File: config.mk
export PLATFORM = sky130hd
export DESIGN_NAME = hbm_master
export DESIGN_NICKNAME = d
export VERILOG_FILES = /design/src/hbm_master.v
export VERILOG_INCLUDE_DIRS = /design/src
export SDC_FILE = /design/constraint.sdc
export NUM_CORES = 1
export LEC_CHECK = 0
export BUFFER_PORTS_ARGS = -buffer_cell sky130_fd_sc_hd__clkbuf_2
export CAP_MARGIN = 0
export CORE_MARGIN = 10
export CORE_UTILIZATION = 55
export DETAILED_ROUTE_END_ITERATION = 6
export HOLD_SLACK_MARGIN = 0.02
export PLACE_DENSITY_LB_ADDON = 0.08
export SETUP_SLACK_MARGIN = 0.15
export SLEW_MARGIN = 20
export SYNTH_ARGS = -nofsm -noshare
export SYNTH_HDL_FRONTEND = slang
export SYNTH_SLANG_ARGS = --single-unit
File: constraint.sdc
create_clock -name clk -period 3.1 [get_ports clk]
set_clock_uncertainty 0.2 [all_clocks]
set_input_delay 0.31 -clock clk [delete_from_list [all_inputs] [get_ports clk]]
set_output_delay 0.31 -clock clk [all_outputs]
set_load 0.005 [all_outputs]
File: src/hbm_defs.vh
`ifndef HBM_DEFS_VH
`define HBM_DEFS_VH

// timing: each waveform state dwells one interface wait
`define HBM_CLK_PERIOD_PS 20000
`define HBM_WAIT_PS 20830
`define HBM_DWELL_RAW (`HBM_WAIT_PS / `HBM_CLK_PERIOD_PS)
`define HBM_DWELL_CYC ((`HBM_DWELL_RAW < 1) ? 1 : `HBM_DWELL_RAW)

// waveform select codes
`define HBM_WF_FIRST 2'h0
`define HBM_WF_SECOND 2'h1
`define HBM_WF_READ 2'h2
`define HBM_WF_WRITE 2'h3

// bytes needed per port transfer
`define HBM_PAIR 2

// pin reset values
`define HBM_RST_RNW 1'h1
`define HBM_RST_STROBE_N 1'h1
`define HBM_RST_BHI 1'h0
`define HBM_RST_OE 1'h0
`define HBM_RST_DATA 8'h00
`define HBM_RST_SEL 2'h0
`define HBM_RST_COUNT 16'h0000

`endif

File: src/hbm_master.v
// Function
// - each port access is two bytes; low half first, high half second
// - register writes use single waves; RAM data uses stream write/read waves
// - register write built from a first-byte wave and a second-byte wave
// - first-byte single write holds read_not_write low through S0 to S2
// - byte_half_indicator low in S0, one wait before strobe in S1
// - byte_half_indicator stays low through the active first-byte write
// - each state lasts one interface wait of at most 20.83 ns
// - single write drives its byte on the bus during strobe in S1
// - single write S2 releases strobe and returns to idle
// - second-byte single write as first, but byte_half_indicator high throughout
// - waveform_select picks which wave a single write start runs
// - stream write wave 3: S0 drives read_not_write and half indicator low
// - stream write S1 strobes and drives first outbound byte
// - stream write S2 pops fifo, releases strobe, raises half indicator
// - stream write S3 strobes again with second outbound byte
// - stream S5 loops to S0 until transaction_count expires, then idles
// - stream read wave 2 holds read_not_write high throughout
// - stream read S0 half indicator low, S1 strobes for first byte
// - read data is taken in S2, not S1, into inbound fifo
// - each read sample also advances the inbound fifo write side
// - stream read S2 raises half, S3 strobes, S4 samples second byte
// - control levels are settled before strobe falls, held till it rises
// - no new access starts while port_ready_n shows the port busy
// - register_select_lines driven for each access
`include "hbm_defs.vh"

module hbm_fifo #(
  parameter WIDTH = 8,
  parameter ADDR_W = 3,
  parameter DEPTH = 8
) (
  // clock and reset
  input wire clk,
  input wire resetn,
  input wire ce,
  // fill side
  input wire wr_valid,
  output reg wr_ready,
  input wire [WIDTH-1:0] wr_data,
  // drain side
  output reg rd_valid,
  input wire rd_ready,
  output reg [WIDTH-1:0] rd_data,
  // occupancy
  output reg [ADDR_W:0] level
);
  reg [WIDTH-1:0] mem [0:DEPTH-1];
  reg [ADDR_W-1:0] wr_ptr;
  reg [ADDR_W-1:0] rd_ptr;
  wire do_wr;
  wire do_rd;
  wire [ADDR_W-1:0] next_rd_ptr;
  wire [ADDR_W:0] next_level;

  // pointer step, wraps at the pointer width
  function [ADDR_W-1:0] ptr_inc;
    input [ADDR_W-1:0] p;
    begin
      ptr_inc = p + {{(ADDR_W-1){1'b0}}, 1'b1};
    end
  endfunction

  assign do_wr = wr_valid & wr_ready;
  assign do_rd = rd_valid & rd_ready;
  assign next_rd_ptr = do_rd ? ptr_inc(rd_ptr) : rd_ptr;
  assign next_level = level + {{ADDR_W{1'b0}}, do_wr} - {{ADDR_W{1'b0}}, do_rd};

  always @(posedge clk) begin
    if (ce && do_wr) begin
      mem[wr_ptr] <= wr_data;
    end
  end

  always @(posedge clk or negedge resetn) begin
    if (!resetn) begin
      wr_ptr <= {ADDR_W{1'b0}};
      rd_ptr <= {ADDR_W{1'b0}};
      level <= {(ADDR_W+1){1'b0}};
      rd_valid <= 1'b0;
      wr_ready <= 1'b0;
      rd_data <= {WIDTH{1'b0}};
    end else if (ce) begin
      if (do_wr) begin
        wr_ptr <= ptr_inc(wr_ptr);
      end
      rd_ptr <= next_rd_ptr;
      level <= next_level;
      rd_valid <= (next_level != {(ADDR_W+1){1'b0}});
      wr_ready <= (next_level != DEPTH[ADDR_W:0]);
      // head word registered so the drain side sees a flop
      if (do_wr && (next_rd_ptr == wr_ptr)) begin
        rd_data <= wr_data;
      end else begin
        rd_data <= mem[next_rd_ptr];
      end
    end
  end
endmodule // hbm_fifo

module hbm_master #(
  parameter FIFO_DEPTH = 8,
  parameter FIFO_AW = 3,
  parameter COUNT_W = 16
) (
  // clock and reset
  input wire clk,
  input wire resetn,
  input wire ce,
  // command
  input wire start,
  input wire [1:0] waveform_select,
  input wire [7:0] single_byte,
  input wire [1:0] reg_select,
  input wire [COUNT_W-1:0] transaction_count,
  output reg busy,
  // outbound byte stream
  input wire [7:0] tx_data,
  input wire tx_valid,
  output wire tx_ready,
  // inbound byte stream
  output wire [7:0] rx_data,
  output wire rx_valid,
  input wire rx_ready,
  // port pins
  output reg [1:0] register_select_lines,
  output reg read_not_write,
  output reg port_data_strobe_n,
  output reg byte_half_indicator,
  output reg [7:0] port_data_out,
  output reg port_data_oe,
  input wire [7:0] port_data_in,
  input wire port_ready_n
);
  localparam [2:0] ST_IDLE = 3'h0;
  localparam [2:0] ST_S0 = 3'h1;
  localparam [2:0] ST_S1 = 3'h2;
  localparam [2:0] ST_S2 = 3'h3;
  localparam [2:0] ST_S3 = 3'h4;
  localparam [2:0] ST_S4 = 3'h5;
  localparam [2:0] ST_S5 = 3'h6;
  localparam integer DWELL_I = `HBM_DWELL_CYC;
  localparam integer PAIR_I = `HBM_PAIR;
  localparam [3:0] DWELL = DWELL_I[3:0];
  localparam [FIFO_AW:0] PAIR = PAIR_I[FIFO_AW:0];
  localparam [FIFO_AW:0] FREE_MAX = FIFO_DEPTH[FIFO_AW:0];
  localparam [COUNT_W-1:0] COUNT_ONE = {{(COUNT_W-1){1'b0}}, 1'b1};

  reg [2:0] state;
  reg [2:0] next_state;
  reg [1:0] mode;
  reg [3:0] dwell;
  reg [COUNT_W-1:0] remaining;
  reg [7:0] single_hold;
  reg ready_s1;
  reg ready_s2;
  reg [7:0] din_s1;
  reg [7:0] din_s2;
  reg rx_push;
  reg tx_pop;
  wire [7:0] tx_head;
  wire tx_head_valid;
  wire [FIFO_AW:0] tx_level;
  wire [FIFO_AW:0] rx_level;
  wire rx_wr_ready;
  wire port_free;
  wire is_single;
  wire go_s0;
  reg [3:0] next_pins;

  // pin levels {rnw, strobe_n, half, oe} for a state of a wave
  function [3:0] pin_levels;
    input [2:0] st;
    input [1:0] wf;
    reg strobe;
    reg late;
    begin
      strobe = (st == ST_S1) || (st == ST_S3);
      late = (st == ST_S2) || (st == ST_S3) || (st == ST_S4) || (st == ST_S5);
      if (st == ST_IDLE) begin
        pin_levels = {1'b1, 1'b1, 1'b0, 1'b0};
      end else begin
        case (wf)
          `HBM_WF_FIRST: pin_levels = {1'b0, ~strobe, 1'b0,
                                       (st == ST_S1) || (st == ST_S2)};
          `HBM_WF_SECOND: pin_levels = {1'b0, ~strobe, 1'b1,
                                        (st == ST_S1) || (st == ST_S2)};
          `HBM_WF_WRITE: pin_levels = {1'b0, ~strobe, late,
                                       (st != ST_S0) && (st != ST_S5)};
          `HBM_WF_READ: pin_levels = {1'b1, ~strobe, late, 1'b0};
          default: pin_levels = {1'b1, 1'b1, 1'b0, 1'b0};
        endcase
      end
    end
  endfunction

  // outbound bytes in pairs, low half first
  hbm_fifo #(
    .WIDTH(8),
    .ADDR_W(FIFO_AW),
    .DEPTH(FIFO_DEPTH)
  ) u_tx_fifo (
    .clk(clk),
    .resetn(resetn),
    .ce(ce),
    .wr_valid(tx_valid),
    .wr_ready(tx_ready),
    .wr_data(tx_data),
    .rd_valid(tx_head_valid),
    .rd_ready(tx_pop),
    .rd_data(tx_head),
    .level(tx_level)
  );

  // inbound bytes in pairs, low half first
  hbm_fifo #(
    .WIDTH(8),
    .ADDR_W(FIFO_AW),
    .DEPTH(FIFO_DEPTH)
  ) u_rx_fifo (
    .clk(clk),
    .resetn(resetn),
    .ce(ce),
    .wr_valid(rx_push),
    .wr_ready(rx_wr_ready),
    .wr_data(din_s2),
    .rd_valid(rx_valid),
    .rd_ready(rx_ready),
    .rd_data(rx_data),
    .level(rx_level)
  );

  // pin inputs pass two flops
  always @(posedge clk or negedge resetn) begin
    if (!resetn) begin
      ready_s1 <= 1'b0;
      ready_s2 <= 1'b0;
      din_s1 <= 8'h00;
      din_s2 <= 8'h00;
    end else if (ce) begin
      ready_s1 <= port_ready_n;
      ready_s2 <= ready_s1;
      din_s1 <= port_data_in;
      din_s2 <= din_s1;
    end
  end

  // high level on the ready pin means the port has finished its internal work
  // ready is seen two edges late, so a very short busy pulse can slip past
  assign port_free = ready_s2;
  assign is_single = (mode == `HBM_WF_FIRST) || (mode == `HBM_WF_SECOND);
  // stream waves wait for a whole pair so no half word goes out
  assign go_s0 = (dwell == 4'h0) && port_free &&
                 (is_single ||
                  ((mode == `HBM_WF_WRITE) && (tx_level >= PAIR)) ||
                  ((mode == `HBM_WF_READ) && ((FREE_MAX - rx_level) >= PAIR)));

  always @* begin
    next_state = state;
    tx_pop = 1'b0;
    case (state)
      ST_IDLE: begin
        if (start) begin
          next_state = ST_S0;
        end
      end
      ST_S0: begin
        if (go_s0) begin
          next_state = ST_S1;
        end
      end
      ST_S1: begin
        if (dwell == 4'h0) begin
          next_state = ST_S2;
          // head advances as S2 begins, so S3 finds the second byte
          tx_pop = (mode == `HBM_WF_WRITE) && tx_head_valid;
        end
      end
      ST_S2: begin
        if (dwell == 4'h0) begin
          if (is_single) begin
            next_state = ST_IDLE;
          end else begin
            next_state = ST_S3;
          end
        end
      end
      ST_S3: begin
        if (dwell == 4'h0) begin
          next_state = ST_S4;
          tx_pop = (mode == `HBM_WF_WRITE) && tx_head_valid;
        end
      end
      ST_S4: begin
        if (dwell == 4'h0) begin
          next_state = ST_S5;
        end
      end
      ST_S5: begin
        if (dwell == 4'h0) begin
          // a count of 0 or 1 runs one transfer
          if (remaining <= COUNT_ONE) begin
            next_state = ST_IDLE;
          end else begin
            next_state = ST_S0;
          end
        end
      end
      default: begin
        next_state = ST_IDLE;
      end
    endcase
  end

  always @* begin
    if (state == ST_IDLE && start) begin
      next_pins = pin_levels(next_state, waveform_select);
    end else begin
      next_pins = pin_levels(next_state, mode);
    end
  end

  always @(posedge clk or negedge resetn) begin
    if (!resetn) begin
      state <= ST_IDLE;
      mode <= `HBM_WF_FIRST;
      dwell <= 4'h0;
      remaining <= `HBM_RST_COUNT;
      single_hold <= `HBM_RST_DATA;
      rx_push <= 1'b0;
      busy <= 1'b0;
      register_select_lines <= `HBM_RST_SEL;
      read_not_write <= `HBM_RST_RNW;
      port_data_strobe_n <= `HBM_RST_STROBE_N;
      byte_half_indicator <= `HBM_RST_BHI;
      port_data_oe <= `HBM_RST_OE;
      port_data_out <= `HBM_RST_DATA;
    end else if (ce) begin
      state <= next_state;
      busy <= (next_state != ST_IDLE);
      if (next_state != state) begin
        dwell <= DWELL - 4'h1;
      end else if (dwell != 4'h0) begin
        dwell <= dwell - 4'h1;
      end
      if (state == ST_IDLE && start) begin
        mode <= waveform_select;
        single_hold <= single_byte;
        remaining <= transaction_count;
        register_select_lines <= reg_select;
      end else if (state == ST_S5 && next_state == ST_S0) begin
        remaining <= remaining - COUNT_ONE;
      end
      // synced bus holds the byte seen at the end of S1 or S3 one cycle later
      rx_push <= (mode == `HBM_WF_READ) && (dwell == 4'h0) &&
                 ((state == ST_S2) || (state == ST_S4)) && rx_wr_ready;
      read_not_write <= next_pins[3];
      port_data_strobe_n <= next_pins[2];
      byte_half_indicator <= next_pins[1];
      port_data_oe <= next_pins[0];
      // byte stays on the output between strobes; only the enable drops
      if (next_state == ST_S1 || next_state == ST_S3) begin
        if (state == ST_S0 && is_single) begin
          port_data_out <= single_hold;
        end else if (mode == `HBM_WF_WRITE) begin
          port_data_out <= tx_head;
        end
      end
    end
  end
endmodule // hbm_master

==> run metrics <==
grt met3 use 0.02932; MaxCap Viol Count 0; Worst path slowest cell fa_1; worst hold path class input port to register; slowest stage delay, CP ~0.50 ns; YS warnings 0; Peak VDD IR 0.5865 mV; ratio of cells with drive above 1 in the final layout 0.2756; Mapped Cells around 870; Final min period 2.977 ns; Seq cells post-synth around 240; GRT met2 Usage 0.3481; # clock sinks 235; post-DR vias/cell 5.924; Leak 5.393 nW; CTS Buffer Depth 3; largest net degree at the start of global routing 56; gr busiest metal met2; Initial Utilization 0.5553; measured slew at the worst slew-check pin about 0.8 ns; first-pass GRT wire length about 43 mm; buffers plus inverters on the worst setup path 3; Detail Placement HPWL about 18 mm; worst slew slack as a fraction of its limit 0.4490; number of flops mapped to enable cells by yosys between 100 and 150; initial antenna violation count 0; crit end category register; register area share after synthesis 0.5843; Power Total about 12 mW; drt wl/cell 19.90 µm; Syn Area/Cell 12.85 µm²; via count 7855; crit path kind register to register; Synth async-reset ratio 0.4553; Worst-path clk slew approximately 0.060 ns; crit start category register; GRT Residual Overflow 0; endpoints failing setup 0; Worst path top cell family by delay adder cells; CTS Buf Count 25; DP Area 12130 µm²; Die Wd 162.5 µm; Crit path top cell by count inv_2; Core Area between 20000 and 25000 µm²; RePlAce Congestion 0.8172; root buffer cell clkbuf_16; post-route ant nets 0; Max Freq 335.9 MHz; RSZ-0062 raised after global routing true; Iteration-0 DRC Markers ~550; dpl cells 1225; Post-Layout Inst Area 13610 µm²; pwr dens 891.1 nW/µm²; # nets final 1110; DRC Markers 0; clk_lat worst skew 0.52 ns; Area growth syn-to-layout 21.90%; CP max FO 5; Synth Flop Type edfxtp_1; count of cell types in the netlist 74; aggregate negative setup slack 0 ns; Boundary Pins 76; CTS tree built; M1 GR Usage 0.2438; Syn Nets 941; port buffer count 75; ant diodes 0; total track usage 0.1972; H-Tree Depth 1; DRT Pass-1 Iters 5; Required @ worst endpoint 3.31 ns; status complete, no violations; fin cells between 1000 and 1500; full die area 26400 µm²; crit-path cells inv_2, ha_4, or3b_4, nor3_4, ha_1, inv_1, ha_2, inv_2, fa_1, nand2_1, nor3_2, nor2b_1, nor2_1; fraction of the cycle the final worst path needs 0.9604; cell area after synthesis 11160 µm²; final hold vios 0; die height between 150 and 200 µm; Routed WL 26.39 mm; # rows 52; vias in the first global route between 8000 and 9000; worst path arrival time 3.19 ns; Slew Viols, Final 0
[stage by stage]
step	util	setup slack [ns]	hold slack [ns]
3_3_place_gp	0.6036	0.1212	0.08130
4_1_cts	0.6717	0.1087	0.02852
3_5_place_dp	0.6036	0.05406	0.08116
2_1_floorplan	-	0.1079	-0.1856
5_1_grt	0.6769	0.01514	0.06303
6_report	0.6769	0.1229	0.03986
[timing repair]
| item | 4_1_cts | 5_1_grt |
|---|---|---|
| resized for setup | 7 | 13 |
| buffers inserted | 5 | 5 |
| endpoints found under the hold margin | 217 | 0 |
| pin swaps | 1 | 4 |
| setup endpoints to repair | 19 | 42 |
| hold buffers | 46 | 0 |
[worst min-delay path, stage by stage]
cell and delay (ns):
clkbuf_2 0.07, nand2_1 0.04, o31a_1 0.10, o221ai_1 0.19
[worst paths after layout]
kind / start / to / slack [ns] / depth (start not counted)
min reg2reg: port_data_oe / port_data_oe / 0.28 / 1
max reg2reg: dwell[0] / u_tx_fifo.wr_ready / 0.12 / 13
max: dwell[0] / u_tx_fifo.wr_ready / 0.12 / 13
min in group asynchronous: resetn / remaining[7] / 0.08 / 2
min: transaction_count[5] / remaining[5] / 0.04 / 4
max in group asynchronous: resetn / read_not_write / 1.90 / 3
[Yosys cell counts (5+ instances only)]
library cell	n	area share
edfxtp_1	128	0.34
dfrtp_1	105	0.24
nand2_1	77	0.026
mux2_2	65	0.066
nor2_1	49	0.016
clkbuf_1	30	0.010
mux2i_1	28	0.025
inv_1	27	0.0091
nor3_1	24	0.011
a21oi_1	23	0.010
nand3_1	22	0.0099
o21ai_0	22	0.0099
ha_1	19	0.021
xnor2_1	19	0.015
mux4_2	16	0.032
and3_1	15	0.0084
nor4_1	11	0.0062
a211oi_1	10	0.0067
a21o_1	10	0.0067
o221ai_1	10	0.0078
o2bb2ai_1	10	0.0078
a2bb2oi_1	9	0.0071
a221oi_1	8	0.0063
nand2b_1	8	0.0045
nor2b_1	7	0.0039
a221o_1	6	0.0054
buf_2	6	0.0027
xor2_1	6	0.0047
a31oi_1	5	0.0028
nand3b_1	5	0.0034
nand4_1	5	0.0028
o21a_1	5	0.0034
o31ai_1	5	0.0034
or3_1	5	0.0028
[sequential cells by signal (all words and copies together) (netlist names), 3 cells and up]
signal             flops
u_rx_fifo.level        4
u_rx_fifo.wr_ptr       3
dwell                  4
u_tx_fifo.rd_ptr       3
u_rx_fifo.mem         64
u_tx_fifo.rd_data      8
u_rx_fifo.rd_data      8
u_tx_fifo.level        4
din_s1                 8
port_data_out          8
single_hold            8
remaining             16
u_tx_fifo.mem         64
u_rx_fifo.rd_ptr       3
state                  3
u_tx_fifo.wr_ptr       3
din_s2                 8
[area by class of cell]
class                   instances  area (µm²)
clock buffers                  33       685.7
inverters                      28       105.1
repair buffers                184        1335
well taps                     270       337.8
clock inverters                12       160.2
flip-flops and latches        235        6524
multi-input cells             564        4462
fillers                      1437        6495
[cell families (layout without fill, tap and decap cells)]
| group | count (synthesis) | count (layout) | share of synthesized area |
|---|---|---|---|
| compound gates | 152 | 152 | 0.1018 |
| xor+xnor | 28 | 28 | 0.02454 |
| fa+ha+maj | 21 | 21 | 0.02488 |
| buf+inv | 70 | 257 | 0.02555 |
| flops | 235 | 235 | 0.5843 |
| mux | 111 | 111 | 0.1255 |
| simple gates | 252 | 252 | 0.1134 |
[power breakdown]
| part | internal (mW) | switching [mW] | leakage [nW] | total [mW] |
|---|---|---|---|---|
| clock network | 1.88 | 1.20 | 0.415 | 3.08 |
| registers | 3.92 | 0.492 | 2.40 | 4.41 |
| logic | 2.22 | 2.41 | 2.57 | 4.63 |
| total | 8.03 | 4.10 | 5.39 | 12.1 |
[metal layers]
metal  vias up  wire, µm
met3        52      1321
met1      3951     10810
met4         0       676
li1       3625         -
met2       227     13580
met5         -         0
[cell usage in the layout (no fill, tap or decap), types with 6 or more instances in the layout]
| master | n |
|---|---|
| nand2_1 | 77 |
| mux2i_1 | 26 |
| a21oi_1 | 23 |
| clkbuf_16 | 25 |
| o221ai_1 | 10 |
| mux4_2 | 16 |
| o2bb2ai_1 | 10 |
| clkbuf_2 | 73 |
| nor2b_1 | 7 |
| nor2_1 | 49 |
| nand3_1 | 21 |
| edfxtp_1 | 128 |
| nand2b_1 | 8 |
| a2bb2oi_1 | 9 |
| mux2_2 | 65 |
| a211oi_1 | 8 |
| dlygate4sd3_1 | 46 |
| dfrtp_1 | 105 |
| xnor2_1 | 18 |
| ha_1 | 17 |
| a221oi_1 | 8 |
| buf_4 | 60 |
| inv_1 | 24 |
| nor4_1 | 11 |
| a221o_1 | 6 |
| a21o_1 | 10 |
| and3_1 | 15 |
| nor3_1 | 22 |
| o21ai_0 | 22 |
| xor2_1 | 6 |
Note: power is estimated with default switching activity, not from simulation.
